[src/pkg/jump_load_pkg.sv]
// Purpose: Shared constants and types for the register jump and byte load unit.
// Assumes: 32-bit registers, one execution request at a time.
// Notes: Each rule below except the software rules RQ5, RQ8, RQ13 and RQ14 is tagged where the logic carries it out.
// Overview of operation
// (RQ1) Delay slot executes before jump transfers.
// (RQ2) Target captured at jump issue.
// (RQ3) Flag zero: full target, mode unchanged.
// (RQ4) Flag set: bit0 cleared, copied to mode.
// (RQ5) Software puts only long instruction in slot.
// (RQ6) Full-set target with bit1 set faults.
// (RQ7) No full set: mode zero target faults.
// (RQ8) Software keeps control transfers out of slots.
// (RQ9) Barrier jump clears hazards before target fetch.
// (RQ10) Barrier jump needs no privilege check.
// (RQ11) Delay slot hazards stay uncleared.
// (RQ12) Only barrier jumps clear instruction hazards; exception return clears them too here.
// (RQ13) Software issues barrier after state writes.
// (RQ14) Software uses register 31 for returns.
// (RQ15) Address is sign-extended offset plus base.
// (RQ16) Signed load sign-extends byte into destination.
// (RQ17) Unsigned load zero-extends byte into destination.
// (RQ18) Endian xor on address and lane select.
// (RQ19) Jumps raise no exception; loads limited set.
// (RQ20) Misaligned target error reported at target fetch.
package jump_load_pkg;

  // Operation codes presented on the request port.
  localparam logic [2:0] OP_NONE = 3'h0;
  localparam logic [2:0] OP_REGISTER_JUMP = 3'h1;
  localparam logic [2:0] OP_REGISTER_JUMP_BARRIER = 3'h2;
  localparam logic [2:0] OP_SIGNED_BYTE_LOAD = 3'h3;
  localparam logic [2:0] OP_UNSIGNED_BYTE_LOAD = 3'h4;
  localparam logic [2:0] OP_OTHER = 3'h5;
  localparam logic [2:0] OP_EXCEPTION_RETURN = 3'h6;
  localparam logic [2:0] OP_EXECUTION_BARRIER = 3'h7;

  // Exception codes reported beside the error strobe.
  localparam logic [1:0] EXC_ADDRESS_ERROR = 2'h0;
  localparam logic [1:0] EXC_REFILL = 2'h1;
  localparam logic [1:0] EXC_INVALID = 2'h2;
  localparam logic [1:0] EXC_WATCH = 2'h3;

  // Reset values.
  localparam logic [31:0] PC_RESET = 32'h0000_0000;
  localparam logic MODE_RESET = 1'b0;

  // Lane position constants.
  localparam int LANE_BITS = 2;
  localparam int BYTE_WIDTH = 8;

  // Sequencer states, one-hot.
  typedef enum logic [3:0] {
    ST_IDLE = 4'h1,
    ST_SLOT = 4'h2,
    ST_LOAD = 4'h4,
    ST_FETCH = 4'h8
  } seq_state_type;

endpackage : jump_load_pkg

[src/byte_lane_select.sv]
// Purpose: Pick and extend one byte out of a fetched memory word.
// Assumes: Word arrives registered from memory; lane already computed.
// Notes: Result leaves through a register one cycle later.
`timescale 1ns/100ps
module byte_lane_select #(
  parameter int WIDTH = 32
) (
  // Clock and reset.
  input wire logic clock,
  input wire logic reset,
  // Word and selection.
  input wire logic [WIDTH-1:0] word,
  input wire logic [1:0] lane,
  input wire logic sign_ext,
  // Extended result.
  output logic [WIDTH-1:0] result
);
  import jump_load_pkg::*;

  // State of this module is the registered result only.
  typedef struct packed {
    logic [WIDTH-1:0] result;
  } lane_state_type;

  lane_state_type lane_r;
  lane_state_type lane_nxt;
  logic [7:0] picked;

  // Select bits 7+8*lane down to 8*lane and extend to full width.
  always_comb begin
    picked = word[BYTE_WIDTH*lane +: BYTE_WIDTH]; // [RQ18]
    lane_nxt.result = {{(WIDTH-8){sign_ext & picked[7]}}, picked}; // [RQ16] [RQ17]
  end

  // Register the result.
  always_ff @(posedge clock or posedge reset) begin
    if (reset) begin
      lane_r <= '0;
    end else begin
      lane_r <= lane_nxt;
    end
  end

  assign result = lane_r.result;

endmodule : byte_lane_select

[src/register_jump_and_byte_load.sv]
// Purpose: Execute register jumps (plain and barrier) and byte loads.
// Assumes: One request per idle cycle; memory answers the cycle after the load strobe.
// Notes: Target fetch is modelled as a one-cycle fetch strobe with error check.
//
// Decided for this implementation: the address-and-strobe port and the address map.
`timescale 1ns/100ps
module register_jump_and_byte_load #(
  parameter int WIDTH = 32,
  parameter bit FULL_ISA = 1'b1
) (
  // Clock and reset.
  input wire logic clock,
  input wire logic reset,
  // Instruction request from the decoder.
  input wire logic req_valid,
  input wire logic [2:0] req_op,
  input wire logic [WIDTH-1:0] source_register,
  input wire logic [WIDTH-1:0] base_value,
  input wire logic [15:0] offset,
  input wire logic [4:0] destination_register,
  input wire logic compressed_isa_present,
  input wire logic reversed_byte_order,
  input wire logic big_byte_order,
  // Delay slot completion from the pipeline.
  input wire logic slot_done,
  input wire logic slot_hazard,
  // Hazard creation from system-coprocessor writes.
  input wire logic hazard_create,
  // Translation and memory interface.
  input wire logic [WIDTH-1:0] phys_addr,
  input wire logic [WIDTH-1:0] mem_word,
  input wire logic mem_fault,
  input wire logic [1:0] mem_fault_code,
  // Program counter and mode.
  output logic [WIDTH-1:0] pc,
  output logic instruction_set_mode,
  output logic fetch_strobe,
  // Load access outputs.
  output logic load_strobe,
  output logic [WIDTH-1:0] load_vaddr,
  output logic [WIDTH-1:0] load_paddr,
  output logic wb_valid,
  output logic [4:0] wb_reg,
  output logic [WIDTH-1:0] wb_data,
  // Hazard and exception status.
  output logic hazard_clear_action,
  output logic exec_hazard_pending,
  output logic instr_hazard_pending,
  output logic exc_valid,
  output logic [1:0] exc_code,
  output logic [WIDTH-1:0] exc_addr,
  output logic busy
);
  import jump_load_pkg::*;

  // All state of the unit in one packed record.
  typedef struct packed {
    seq_state_type state;
    logic [WIDTH-1:0] target;
    logic barrier;
    logic [WIDTH-1:0] pc;
    logic mode;
    logic fetch;
    logic load;
    logic [WIDTH-1:0] vaddr;
    logic [WIDTH-1:0] paddr;
    logic [1:0] lane;
    logic sign_ext;
    logic [4:0] dest;
    logic wb_pend;
    logic wb_valid;
    logic [4:0] wb_reg;
    logic [WIDTH-1:0] wb_data;
    logic clear;
    logic exec_haz;
    logic instr_haz;
    logic slot_haz;
    logic exc;
    logic [1:0] code;
    logic [WIDTH-1:0] exc_addr;
    logic busy;
  } unit_state_type;

  unit_state_type s_r;
  unit_state_type s_nxt;
  logic [WIDTH-1:0] lane_result;

  // Effective address: sign-extended offset plus base.
  function automatic logic [WIDTH-1:0] eff_addr(input logic [WIDTH-1:0] base,
                                                input logic [15:0] off);
    eff_addr = base + {{(WIDTH-16){off[15]}}, off}; // [RQ15]
  endfunction : eff_addr

  // Target fetch alignment check for the given mode bit and address.
  function automatic logic target_misaligned(input logic [WIDTH-1:0] tgt, input logic md);
    if (FULL_ISA) begin
      target_misaligned = !md && tgt[1]; // [RQ6]
    end else begin
      target_misaligned = !md; // [RQ7]
    end
  endfunction : target_misaligned

  // Lane extraction and extension, registered.
  byte_lane_select #(
    .WIDTH(WIDTH)
  ) u_lane (
    .clock(clock),
    .reset(reset),
    .word(mem_word),
    .lane(s_r.lane),
    .sign_ext(s_r.sign_ext),
    .result(lane_result)
  );

  // Next-state logic for the sequencer and all outputs.
  always_comb begin
    s_nxt = s_r;
    s_nxt.fetch = 1'b0;
    s_nxt.load = 1'b0;
    s_nxt.wb_valid = 1'b0;
    s_nxt.clear = 1'b0;
    s_nxt.exc = 1'b0;
    case (s_r.state)
      ST_IDLE: begin
        // Accept a new request only when idle.
        if (req_valid) begin
          if (req_op == OP_REGISTER_JUMP || req_op == OP_REGISTER_JUMP_BARRIER) begin
            // Barrier form has no privilege check at all.
            s_nxt.target = source_register; // [RQ2] [RQ10]
            s_nxt.barrier = (req_op == OP_REGISTER_JUMP_BARRIER);
            s_nxt.slot_haz = 1'b0;
            s_nxt.state = ST_SLOT; // [RQ1]
          end else if (req_op == OP_SIGNED_BYTE_LOAD || req_op == OP_UNSIGNED_BYTE_LOAD) begin
            s_nxt.vaddr = eff_addr(base_value, offset); // [RQ15]
            s_nxt.sign_ext = (req_op == OP_SIGNED_BYTE_LOAD);
            s_nxt.dest = destination_register;
            s_nxt.load = 1'b1;
            s_nxt.state = ST_LOAD;
          end else if (req_op == OP_EXECUTION_BARRIER) begin
            // Execution hazards alone are cleared here.
            s_nxt.exec_haz = 1'b0; // [RQ12]
          end else if (req_op == OP_EXCEPTION_RETURN) begin
            s_nxt.exec_haz = 1'b0; // [RQ12]
            s_nxt.instr_haz = 1'b0;
            s_nxt.clear = 1'b1;
          end
        end
      end
      ST_SLOT: begin
        // Wait for the delay slot to finish before redirecting.
        if (slot_done) begin
          if (!compressed_isa_present) begin
            s_nxt.pc = s_r.target; // [RQ3]
          end else begin
            s_nxt.pc = {s_r.target[WIDTH-1:1], 1'b0}; // [RQ4]
            s_nxt.mode = s_r.target[0]; // [RQ4]
          end
          if (s_r.barrier) begin
            // Clear earlier hazards; those from the slot survive.
            s_nxt.clear = 1'b1; // [RQ9]
            s_nxt.exec_haz = s_r.slot_haz | slot_hazard | hazard_create; // [RQ11]
            s_nxt.instr_haz = s_r.slot_haz | slot_hazard | hazard_create; // [RQ11]
          end else if (s_r.slot_haz || slot_hazard || hazard_create) begin
            // A plain jump clears nothing, so slot hazards become pending.
            s_nxt.exec_haz = 1'b1;
            s_nxt.instr_haz = 1'b1;
          end
          s_nxt.state = ST_FETCH;
        end
      end
      ST_FETCH: begin
        // Target fetch: alignment error is raised here, never by the jump.
        s_nxt.fetch = 1'b1; // [RQ19]
        if (target_misaligned(s_r.pc, s_r.mode)) begin
          s_nxt.exc = 1'b1; // [RQ20]
          s_nxt.code = EXC_ADDRESS_ERROR;
          s_nxt.exc_addr = s_r.pc; // [RQ20]
        end
        s_nxt.state = ST_IDLE;
      end
      ST_LOAD: begin
        if (s_r.load) begin
          // Strobe cycle: fix the lane now so the lane module sees it
          // together with the memory word at the next edge.
          s_nxt.lane = s_r.vaddr[1:0] ^ {LANE_BITS{big_byte_order}}; // [RQ18]
        end else begin
          // Memory word and translated address stand in this cycle.
          s_nxt.paddr = {phys_addr[WIDTH-1:2],
                         phys_addr[1:0] ^ {LANE_BITS{reversed_byte_order}}}; // [RQ18]
          if (mem_fault) begin
            s_nxt.exc = 1'b1; // [RQ19]
            s_nxt.code = mem_fault_code;
            s_nxt.exc_addr = s_r.vaddr;
          end else begin
            s_nxt.wb_pend = 1'b1;
          end
          s_nxt.state = ST_IDLE;
        end
      end
      default: begin
        s_nxt.state = ST_IDLE;
      end
    endcase
    // Hazards from coprocessor writes accumulate; a set in the same cycle
    // as a clear wins, so no freshly created hazard is ever lost.
    if (hazard_create) begin
      if (s_r.state == ST_SLOT) begin
        s_nxt.slot_haz = 1'b1; // [RQ11]
      end else begin
        s_nxt.exec_haz = 1'b1;
        s_nxt.instr_haz = 1'b1;
      end
    end
    // Writeback once the lane module has registered the byte.
    if (s_r.wb_pend && s_r.state == ST_IDLE) begin
      s_nxt.wb_pend = 1'b0;
      s_nxt.wb_valid = 1'b1; // [RQ16] [RQ17]
      s_nxt.wb_reg = s_r.dest;
      s_nxt.wb_data = lane_result; // [RQ16] [RQ17]
    end
    // Busy is registered so the output comes straight from a flip-flop.
    s_nxt.busy = (s_nxt.state != ST_IDLE);
  end

  // Register the whole state record.
  always_ff @(posedge clock or posedge reset) begin
    if (reset) begin
      s_r <= '0;
      s_r.state <= ST_IDLE;
      s_r.pc <= PC_RESET;
      s_r.mode <= MODE_RESET;
    end else begin
      s_r <= s_nxt;
    end
  end

  // Outputs straight from flip-flops.
  assign pc = s_r.pc;
  assign instruction_set_mode = s_r.mode;
  assign fetch_strobe = s_r.fetch;
  assign load_strobe = s_r.load;
  assign load_vaddr = s_r.vaddr;
  assign load_paddr = s_r.paddr;
  assign wb_valid = s_r.wb_valid;
  assign wb_reg = s_r.wb_reg;
  assign wb_data = s_r.wb_data;
  assign hazard_clear_action = s_r.clear;
  assign exec_hazard_pending = s_r.exec_haz;
  assign instr_hazard_pending = s_r.instr_haz;
  assign exc_valid = s_r.exc;
  assign exc_code = s_r.code;
  assign exc_addr = s_r.exc_addr;
  assign busy = s_r.busy;

endmodule : register_jump_and_byte_load

[config.mk]
export PLATFORM = sky130hd
export DESIGN_NAME = register_jump_and_byte_load
export DESIGN_NICKNAME = d
export VERILOG_FILES = /design/src/pkg/jump_load_pkg.sv /design/src/byte_lane_select.sv /design/src/register_jump_and_byte_load.sv
export SDC_FILE = /design/constraint.sdc
export NUM_CORES = 1
export LEC_CHECK = 0
export BUFFER_PORTS_ARGS = -buffer_cell sky130_fd_sc_hd__buf_2
export CORE_UTILIZATION = 31
export CTS_CLUSTER_SIZE = 30
export DETAILED_ROUTE_END_ITERATION = 6
export GPL_ROUTABILITY_DRIVEN = 0
export PLACE_DENSITY_LB_ADDON = 0.2
export SYNTH_ARGS = -nofsm -noshare
export SYNTH_HDL_FRONTEND = slang
export SYNTH_SLANG_ARGS = --single-unit
[constraint.sdc]
create_clock -name clock -period 7.8 [get_ports clock]
set_input_delay 0.78 -clock clock [delete_from_list [all_inputs] [get_ports clock]]
set_output_delay 0.78 -clock clock [all_outputs]
set_load 0.02 [all_outputs]
==> results of run 1 <==
## per-stage QoR
| stage | instance area (um^2) | power, mW | utilization | cells | hold WS [ps] |
|---|---|---|---|---|---|
| after CTS | 12780 | 4.381 | 0.3663 | 1741 | 392.2 |
| after global routing | 12780 | 4.587 | 0.3663 | 1741 | 407.6 |
| after detailed placement | 11970 | 3.209 | 0.3432 | 1697 | 451.6 |
| after floorplan | 11100 | 3.079 | - | 1102 | 431.5 |
| final | 12780 | 4.312 | 0.3664 | 1742 | 373.4 |
| after global placement | 11970 | 3.196 | 0.3432 | 1697 | 442.8 |
## final cells by class
type,count,area share
timing repair buffer,347,0.1374
multi-input combinational,668,0.3396
clock buffer,36,0.05619
clock inverter,8,0.006853
inverter,18,0.005874
sequential,209,0.4093
tap,455,0.04454
antenna,1,0.0001958
## cell usage after synthesis, drive strengths merged, types with 2 or more instances
cell    instances  area, um^2
mux2           77       867.1
dfrtp         208        5205
o22ai           3       18.77
inv            17       63.81
o31ai           3       27.52
nor2b           4       32.53
and3            2       12.51
clkbuf         14       72.57
mux4            8       180.2
o21ai          63       319.1
mux2i           2       20.02
a211oi          3       27.52
nand2         255       959.7
a21o            6       45.04
a221oi          2       23.77
and3b           3       27.53
nor4b           2       23.77
nor4            2       12.51
buf           193        1399
a21oi          44       239.0
o211ai          2       15.01
nor3           11       70.07
nand3          10       50.05
and2            3       18.77
nand3b          2       15.01
a21boi          2       15.01
o21bai          5       37.54
nor2           30       122.6
ha             31       387.9
nand2b          4       25.02
a31oi           3       18.77
nand4           9       62.56
xor2           15       131.4
a22oi          33       247.7
xnor2          17       148.9
## routing by layer
layer	wire length (um)	up-vias
li1	-	3915
met4	623	4
met3	1959	37
met2	15200	292
met5	27	-
met1	13770	3897
## worst paths after layout
kind / from / to
max: s_r[219] / s_r[209]
min: reset / load_paddr[2]
max reg2reg: s_r[219] / s_r[209]
min reg2reg: s_r[188] / pc[1]
max in group asynchronous: reset / wb_data[2]
min in group clock: destination_register[3] / s_r[82]
## power breakdown
group | internal [mW] | switching, mW | leakage [nW]
Clock | 0.674 | 0.463 | 0.384
Sequential | 1.47 | 0.299 | 2.61
Combinational | 0.538 | 0.872 | 3.57
## cells by family after synthesis
kind of cell | synth area share
AO/OA/AOI/OAI | 0.1004
XOR/XNOR | 0.02525
adder cells (fa/ha/maj) | 0.03674
buffers and inverters | 0.1386
flip-flops | 0.4713
multiplexers | 0.09614
AND/OR/NAND/NOR | 0.1315
## worst max-delay path: cells and delay by family, from the launching register on
| kind | cells | cell delay [ps] |
|---|---|---|
| AND/OR/NAND/NOR | 4 | 1520 |
| flip-flops | 1 | 600 |
| multiplexers | 1 | 430 |
==> reports/qor.yml, run 1 <==
wire_per_inst_um: 18.13
clock-sinks: 209
fillers: 3525
wirelength_mm: 31.58
post_drt_via_cell_ratio: 4.676
powerDensity_nw_per_um2: 337.4
place_ws_ps: 4605
setup_tns_ps: 0
fin_crit_sh: 0.3495
cts_resized: 0
max_freq_ghz: 0.3668
nets: 1466
synth_ff_type: "dfrtp_1"
leakage_nw: 6.563
synthesis.area_um2: 11100
setup_violations: 0
chipHeight_um: 191.2
hold_path_class: "in2async"
remaining_drc_errors: 0
gr-usage-met1: 0.2167
start_util: 0.3182
clkLatencyLatePin_ps: 530
rsz0062_at_grt: "no"
slew-limit-headroom: 0.2724
grt-ovfl-total: 0
antenna_found_initial: 3
layout-drive-gt1-share: 0.3810
synth_fp_nets: 1298
cp-end-kind: "flip-flop"
required_ps: 8200
die_w_um: 191.2
ys_seq_area_frac: 0.4713
min_period_ps: 2726
row_count: 68
layout_common_cells: "339 x buf_2, 253 x nand2_1, 208 x dfrtp_1"
io_buffers: 339
hpwlAfterDp_mm: 23.49
fin_ws_ps: 5074
multi_input_area_um2: 4340
busiest_layer: "met2"
skew_ps: 16.08
rrSetupSlack_ps: 5070
yosysWarnings: 0
die_area_um2: 36570
clk_pin_slew_ps: 60
ant_nets: 0
grt_pass1_vias: 7893
hold_viol: 0
cp_slowest_cell: "nor2_4"
numCtsBuffers: 26
ys_seq_elements: 209
drt_iter0_markers: 470
outcome: "completed"
ctsHoldBuffers: 0
crit_chain: "and3b_1 -> and2_1 -> nand2b_1 -> nor2_4 -> mux2_2"
start_kind: "flip-flop"
synth_cells: 1102
synthArstFlopShare: 1.000
crit_fanout: 33
reg2reg_depth: 5
met3_usage: 0.02846
synth_cell_types: 69
largest_reg_flops: 47
cap_violations: 0
use_met2: 0.2876
post-cts-setup-buffers: 0
top_register: "s_r"
grt_usage: 0.1677
root_buffer: "clkbuf_16"
max_stage_delay_ps: 820
clockBufferDepth: 3
avgSynthCellArea_um2: 10.07
grt_pass1_wl_mm: 46.89
tightest_slew_ps: 1091
dr.pass1.iters: 5
arrival_ps: 3130
register_area_um2: 5231
vias: 8145
synth_edf_count: 0
max-vdd-ir-drop_mv: 0.2195
area_growth_pct: 15.14
crit_type: "reg2reg"
grt_max_degree: 95
cts_tree: "done"
htree_levels: 1
core_area_um2: 34880
final_common_cell: "buf_2"
slew_viol_final: 0
boundaryPins: 340
Power figures use the tool's default switching activity.
==> run 2, diff against run 1 <==
Clock period 7.8 ns to 2.57 ns, I/O delays scaled along.
==> reports/qor.yml, run 2 (synthesis results as in run 1) <==
layout_common_cells: "339 x buf_2, 253 x nand2_1, 208 x dfrtp_1"
leakage_nw: 6.954  # +6.0%
clkLatencyLatePin_ps: 530  # about the same
post-cts-setup-buffers: 0  # unchanged
post_drt_via_cell_ratio: 4.652  # -0.51%
finish.utilization: 0.3919  # +0.02550
wirelength_mm: 32.04  # +1.5%
tightest_slew_ps: 715.5  # -375.8 ps
htree_levels: 1  # unchanged
cap_violations: 0  # unchanged
core_area_um2: 34880  # unchanged
final_common_cell: "buf_2"
setup_tns_ps: 0  # unchanged
numCtsBuffers: 24  # -7.7%
cp_num_buf_inv: 1  # +1
cts_tree: "done"
fin_ws_ps: 333.0  # -4741 ps
fillers: 3570  # +1.3%
outcome: "completed"
min_period_ps: 2237  # -489.4 ps
die_w_um: 191.2  # unchanged
cp-end-kind: "flip-flop"
slew-limit-headroom: 0.5200  # +0.2476
remaining_drc_errors: 0  # unchanged
arrival_ps: 2640  # -490 ps
clock-sinks: 209  # unchanged
top_register: "s_r"
place_ws_ps: 6.150  # -4599 ps
drt_iter0_markers: 396  # -16%
wire_per_inst_um: 17.57  # -3.0%
crit_family: "simple AND/OR/NAND/NOR gates"
grt_max_degree: 92  # -3.2%
skew_ps: 19.98  # +3.897 ps
setup_violations: 0  # unchanged
largest_reg_flops: 47  # unchanged
die_area_um2: 36570  # unchanged
required_ps: 2970  # -5230 ps
grt_usage: 0.1708  # +0.003113
start_util: 0.3182  # unchanged
cp_slowest_cell: "dfstp_2"
start_kind: "flip-flop"
powerDensity_nw_per_um2: 972.1  # +190%
max_freq_ghz: 0.4470  # +22%
root_buffer: "clkbuf_16"
crit_type: "reg2reg"
boundaryPins: 340  # unchanged
max-vdd-ir-drop_mv: 0.6216  # +180%
hold_viol: 0  # unchanged
fin_crit_sh: 0.8704  # +0.5209
dr.pass1.iters: 4  # -1
crit_chain: "and3b_1 -> and2_1 -> nand2b_1 -> nor2_4 -> buf_12 -> mux2_2"
rsz0062_at_grt: "no"
crit_fanout: 33  # unchanged
slew_viol_final: 0  # unchanged
nets: 1549  # +5.7%
chipHeight_um: 191.2  # unchanged
ant_nets: 0  # unchanged
clk_pin_slew_ps: 60  # about the same
grt_pass1_wl_mm: 48.04  # +2.4%
max_stage_delay_ps: 600  # -220 ps
hpwlAfterDp_mm: 23.83  # +1.4%
antenna_found_initial: 2  # -1
area_growth_pct: 23.15
clockBufferDepth: 3  # unchanged
layout-drive-gt1-share: 0.3672  # -0.01380
row_count: 68  # unchanged
io_buffers: 339  # unchanged
vias: 8480  # +4.1%
grt-ovfl-total: 0  # unchanged
grt_pass1_vias: 8321  # +5.4%
hold_path_class: "in2reg"
holdWs_ps: 24.06  # -349.4 ps
run 2: cell count changes in the layout (fill, tap and decap cells not counted), moves of 2 or more:
cell,previous run,this run
buf_4,8,15
buf_12,0,6
dlygate4sd3_1,0,72
clkbuf_16,26,24
clkbuf_8,3,6
clkbuf_1,7,4
run 2: tightest hold or removal path: cells and delay by family:
family	cells	cell delay (ps)
simple gates	1	60
compound gates	1	70
buf+inv	1	140
run 2: cell type report:
class / instances / area [um^2] / share of cell area
Timing Repair Buffer: 432 / 2650 / 0.1938
Sequential cell: 209 / 5231 / 0.3827
Tap cell: 455 / 569.3 / 0.04164
Clock inverter: 6 / 107.6 / 0.007871
Clock buffer: 34 / 698.2 / 0.05107
Antenna cell: 1 / 2.502 / 0.0001830
Inverter: 18 / 71.32 / 0.005217
Multi-Input combinational cell: 668 / 4340 / 0.3175
run 2: through the flow:
stage	area [um^2]	power [mW]	instances
floorplan	11100	9.346	1102
global placement	12140	9.773	1710
detailed placement	12140	9.829	1710
CTS	13670	13.47	1822
global route	13670	14.11	1823
finish	13670	13.29	1823
run 2: power breakdown:
part           switching (mW)  leakage (nW)  internal, mW  total, mW
clock                    1.39         0.391          2.09       3.48
sequential              0.959          2.61          4.45       5.41
combinational            2.67          3.95          1.73       4.40
run 2: final timing paths:
kind,start,end,slack (ps),depth (start not counted)
worst min register to register,u_lane.result[3],wb_data[3],460,1
worst min-delay path,hazard_create,s_r[36],20,3
min in group asynchronous,reset,s_r[187],420,4
max in group asynchronous,reset,load_paddr[2],1670,4
worst max register to register,s_r[219],s_r[210],330,6
worst max-delay path,s_r[219],s_r[210],330,6
run 2: what timing repair did:
item / in CTS / in global routing
resized for setup: 0 / 0
hold endpoints to repair: 279 / 0
hold buffers: 72 / 0
run 2: metal layers:
layer | GRT usage | wire [um] | vias to the layer above
li1 | - | - | 4077
met1 | 0.2224 | 13910 | 4070
met2 | 0.2999 | 15740 | 300
met3 | 0.02515 | 1985 | 33
met4 | 0.03297 | 399 | 0
met5 | 0 | 0 | -
==> run 3, diff against run 2 <==
--- a/config.mk
+++ b/config.mk
@@ -7,5 +7,5 @@
 export LEC_CHECK = 0
 export BUFFER_PORTS_ARGS = -buffer_cell sky130_fd_sc_hd__buf_2
-export CORE_UTILIZATION = 31
+export CORE_UTILIZATION = 35
 export CTS_CLUSTER_SIZE = 30
 export DETAILED_ROUTE_END_ITERATION = 6
==> constraint.sdc (replaced) <==
create_clock -name clock -period 2.57 [get_ports clock]
set_input_delay 0.1285 -clock clock [delete_from_list [all_inputs] [get_ports clock]]
set_output_delay 0.1285 -clock clock [all_outputs]
set_load 0.02 [all_outputs]
==> reports/qor.yml, run 3 (synthesis results as in run 1) <==
cap_violations: 0  # unchanged
drt_iter0_markers: 356  # -10%
hold_viol: 0  # unchanged
cts_tree: "done"
switching_power_mw: 4.934  # -1.7%
fin_crit_sh: 0.8273  # -0.04316
numCtsBuffers: 25  # +4.2%
wire_per_inst_um: 17.27  # -1.7%
ant_nets: 0  # unchanged
cp_slowest_cell: "dfstp_2"
power_frac_comb: 0.333  # +0.002
slew_viol_final: 0  # unchanged
clock-sinks: 209  # unchanged
grt_max_degree: 49  # -47%
max_freq_ghz: 0.4703  # +5.2%
layout_common_cells: "339 x buf_2, 252 x nand2_1, 208 x dfrtp_1"
cts_resized: 0  # unchanged
holdWs_ps: 46.93  # +22.86 ps
boundaryPins: 340  # unchanged
post_drt_via_cell_ratio: 4.796  # +3.1%
root_buffer: "clkbuf_16"
crit_fanout: 14  # -58%
nets: 1587  # +2.5%
slew-limit-headroom: 0.3639  # -0.1561
skew_ps: 11.29  # -8.691 ps
cp_num_buf_inv: 1  # unchanged
min_period_ps: 2126  # -110.9 ps
clkLatencyLatePin_ps: 510  # -20 ps
required_ps: 2970  # about the same
outcome: "completed"
clock_power_share: 0.273  # +0.011
arrival_ps: 2530  # -110 ps
crit_type: "reg2reg"
hold_path_class: "in2reg"
grt_pass1_vias: 8505  # +2.2%
leakage_nw: 7.157  # +2.9%
grt_pass1_wl_mm: 48.89  # +1.8%
multi_input_area_um2: 4349  # +0.20%
seq_power_share: 0.393  # -0.014
setup_violations: 0  # unchanged
tightest_slew_ps: 952.1  # +236.6 ps
chipHeight_um: 180.1  # -5.8%
final_cells: 1806  # -0.93%
grt-ovfl-total: 0  # unchanged
largest_reg_flops: 47  # unchanged
register_area_um2: 5231  # unchanged
powerDensity_nw_per_um2: 959.9  # -1.2%
top_register: "s_r"
p_int_mw: 8.541  # +3.3%
start_kind: "flip-flop"
die_area_um2: 32430  # -11%
crit_family: "simple AND/OR/NAND/NOR gates"
htree_levels: 1  # unchanged
antenna_found_initial: 1  # -1
dr.pass1.iters: 5  # +1
remaining_drc_errors: 0  # unchanged
crit_chain: "and3b_1 -> and2_1 -> nand2b_1 -> nor2_4 -> buf_4 -> mux2_2"
start_util: 0.3591  # +0.04091
area_growth_pct: 26.45
wirelength_mm: 31.19  # -2.6%
final_common_cell: "buf_2"
p_sw_frac: 0.3661  # -0.01156
rsz0062_at_grt: "no"
hpwlAfterDp_mm: 22.62  # -5.1%
row_count: 64  # -5.9%
fillers: 2958  # -17%
die_w_um: 180.1  # -5.8%
max-vdd-ir-drop_mv: 0.4508  # -27%
layout-drive-gt1-share: 0.3676  # +0.0004091
max_stage_delay_ps: 610  # about the same
grt_usage: 0.1909  # +0.02010
vias: 8662  # +2.1%
core_area_um2: 30910  # -11%
io_buffers: 339  # unchanged
clk_pin_slew_ps: 60  # about the same
cp-end-kind: "flip-flop"
finish.utilization: 0.4541  # +0.06224
clockBufferDepth: 3  # unchanged
place_inst: 1661  # -2.9%
[run 3: changes by cell type in the layout (fill, tap and decap cells not counted), moves of 2 or more]
cell	before	now
clkbuf_1	4	6
buf_12	6	8
dlygate4sd3_1	72	99
clkinv_2	2	0
buf_4	15	23
[run 3: path summary, 6_finish.rpt]
kind	depth (start not counted)	to	startpoint	slack, ps
min in group asynchronous	3	u_lane.result[0]	reset	390
setup reg to reg	6	s_r[195]	s_r[219]	440
hold / removal	4	load_vaddr[1]	offset[1]	50
max in group asynchronous	4	load_paddr[1]	reset	1470
hold reg to reg	2	pc[30]	s_r[217]	460
setup / recovery	6	s_r[195]	s_r[219]	440
[run 3: worst min-delay path, delay by kind of cell]
family / cells / cell delay [ps]
and+or+nand+nor: 2 / 130
buffers and inverters: 1 / 100
adders and majority gates: 1 / 170
[run 3: routing by layer]
layer,wire [um],up-vias,GRT usage
met2,14590,285,0.3144
met4,410,0,0.04000
li1,-,4161,-
met1,14500,4181,0.2653
met3,1691,35,0.03011
met5,0,-,0
[run 3: power by group through the flow]
stage	sequential (mW)	clock, mW	combinational, mW
finish	5.30	3.68	4.49
detailed placement	5.38	0	4.37
global placement	5.35	0	4.33
global route	5.48	3.95	4.84
CTS	5.33	3.80	4.53
floorplan	5.06	0	4.29
[run 3: cell type report]
type,instances,share of cell area
Sequential cell,209,0.3727
Multi-Input combinational cell,668,0.3098
Timing Repair Buffer,469,0.2152
Clock buffer,38,0.05304
Tap cell,396,0.03530
Clock inverter,7,0.008735
Inverter,18,0.005081
Antenna cell,1,0.0001783
[run 3: metrics by stage]
stage	total power, mW	setup TNS (ps)	setup WS, ps	instance area [um^2]
2_1_floorplan	9.346	-56560	-271.9	11100
3_3_place_gp	9.677	0	66.34	12180
3_5_place_dp	9.751	-4.845	-4.845	12180
4_1_cts	13.66	0	439.4	14030
5_1_grt	14.27	0	316.6	14040
6_report	13.48	0	443.9	14040
[run 3: timing repair]
action	4_1_cts	5_1_grt
setup buffers	0	0
hold buffers	99	0
hold endpoints to repair	114	0
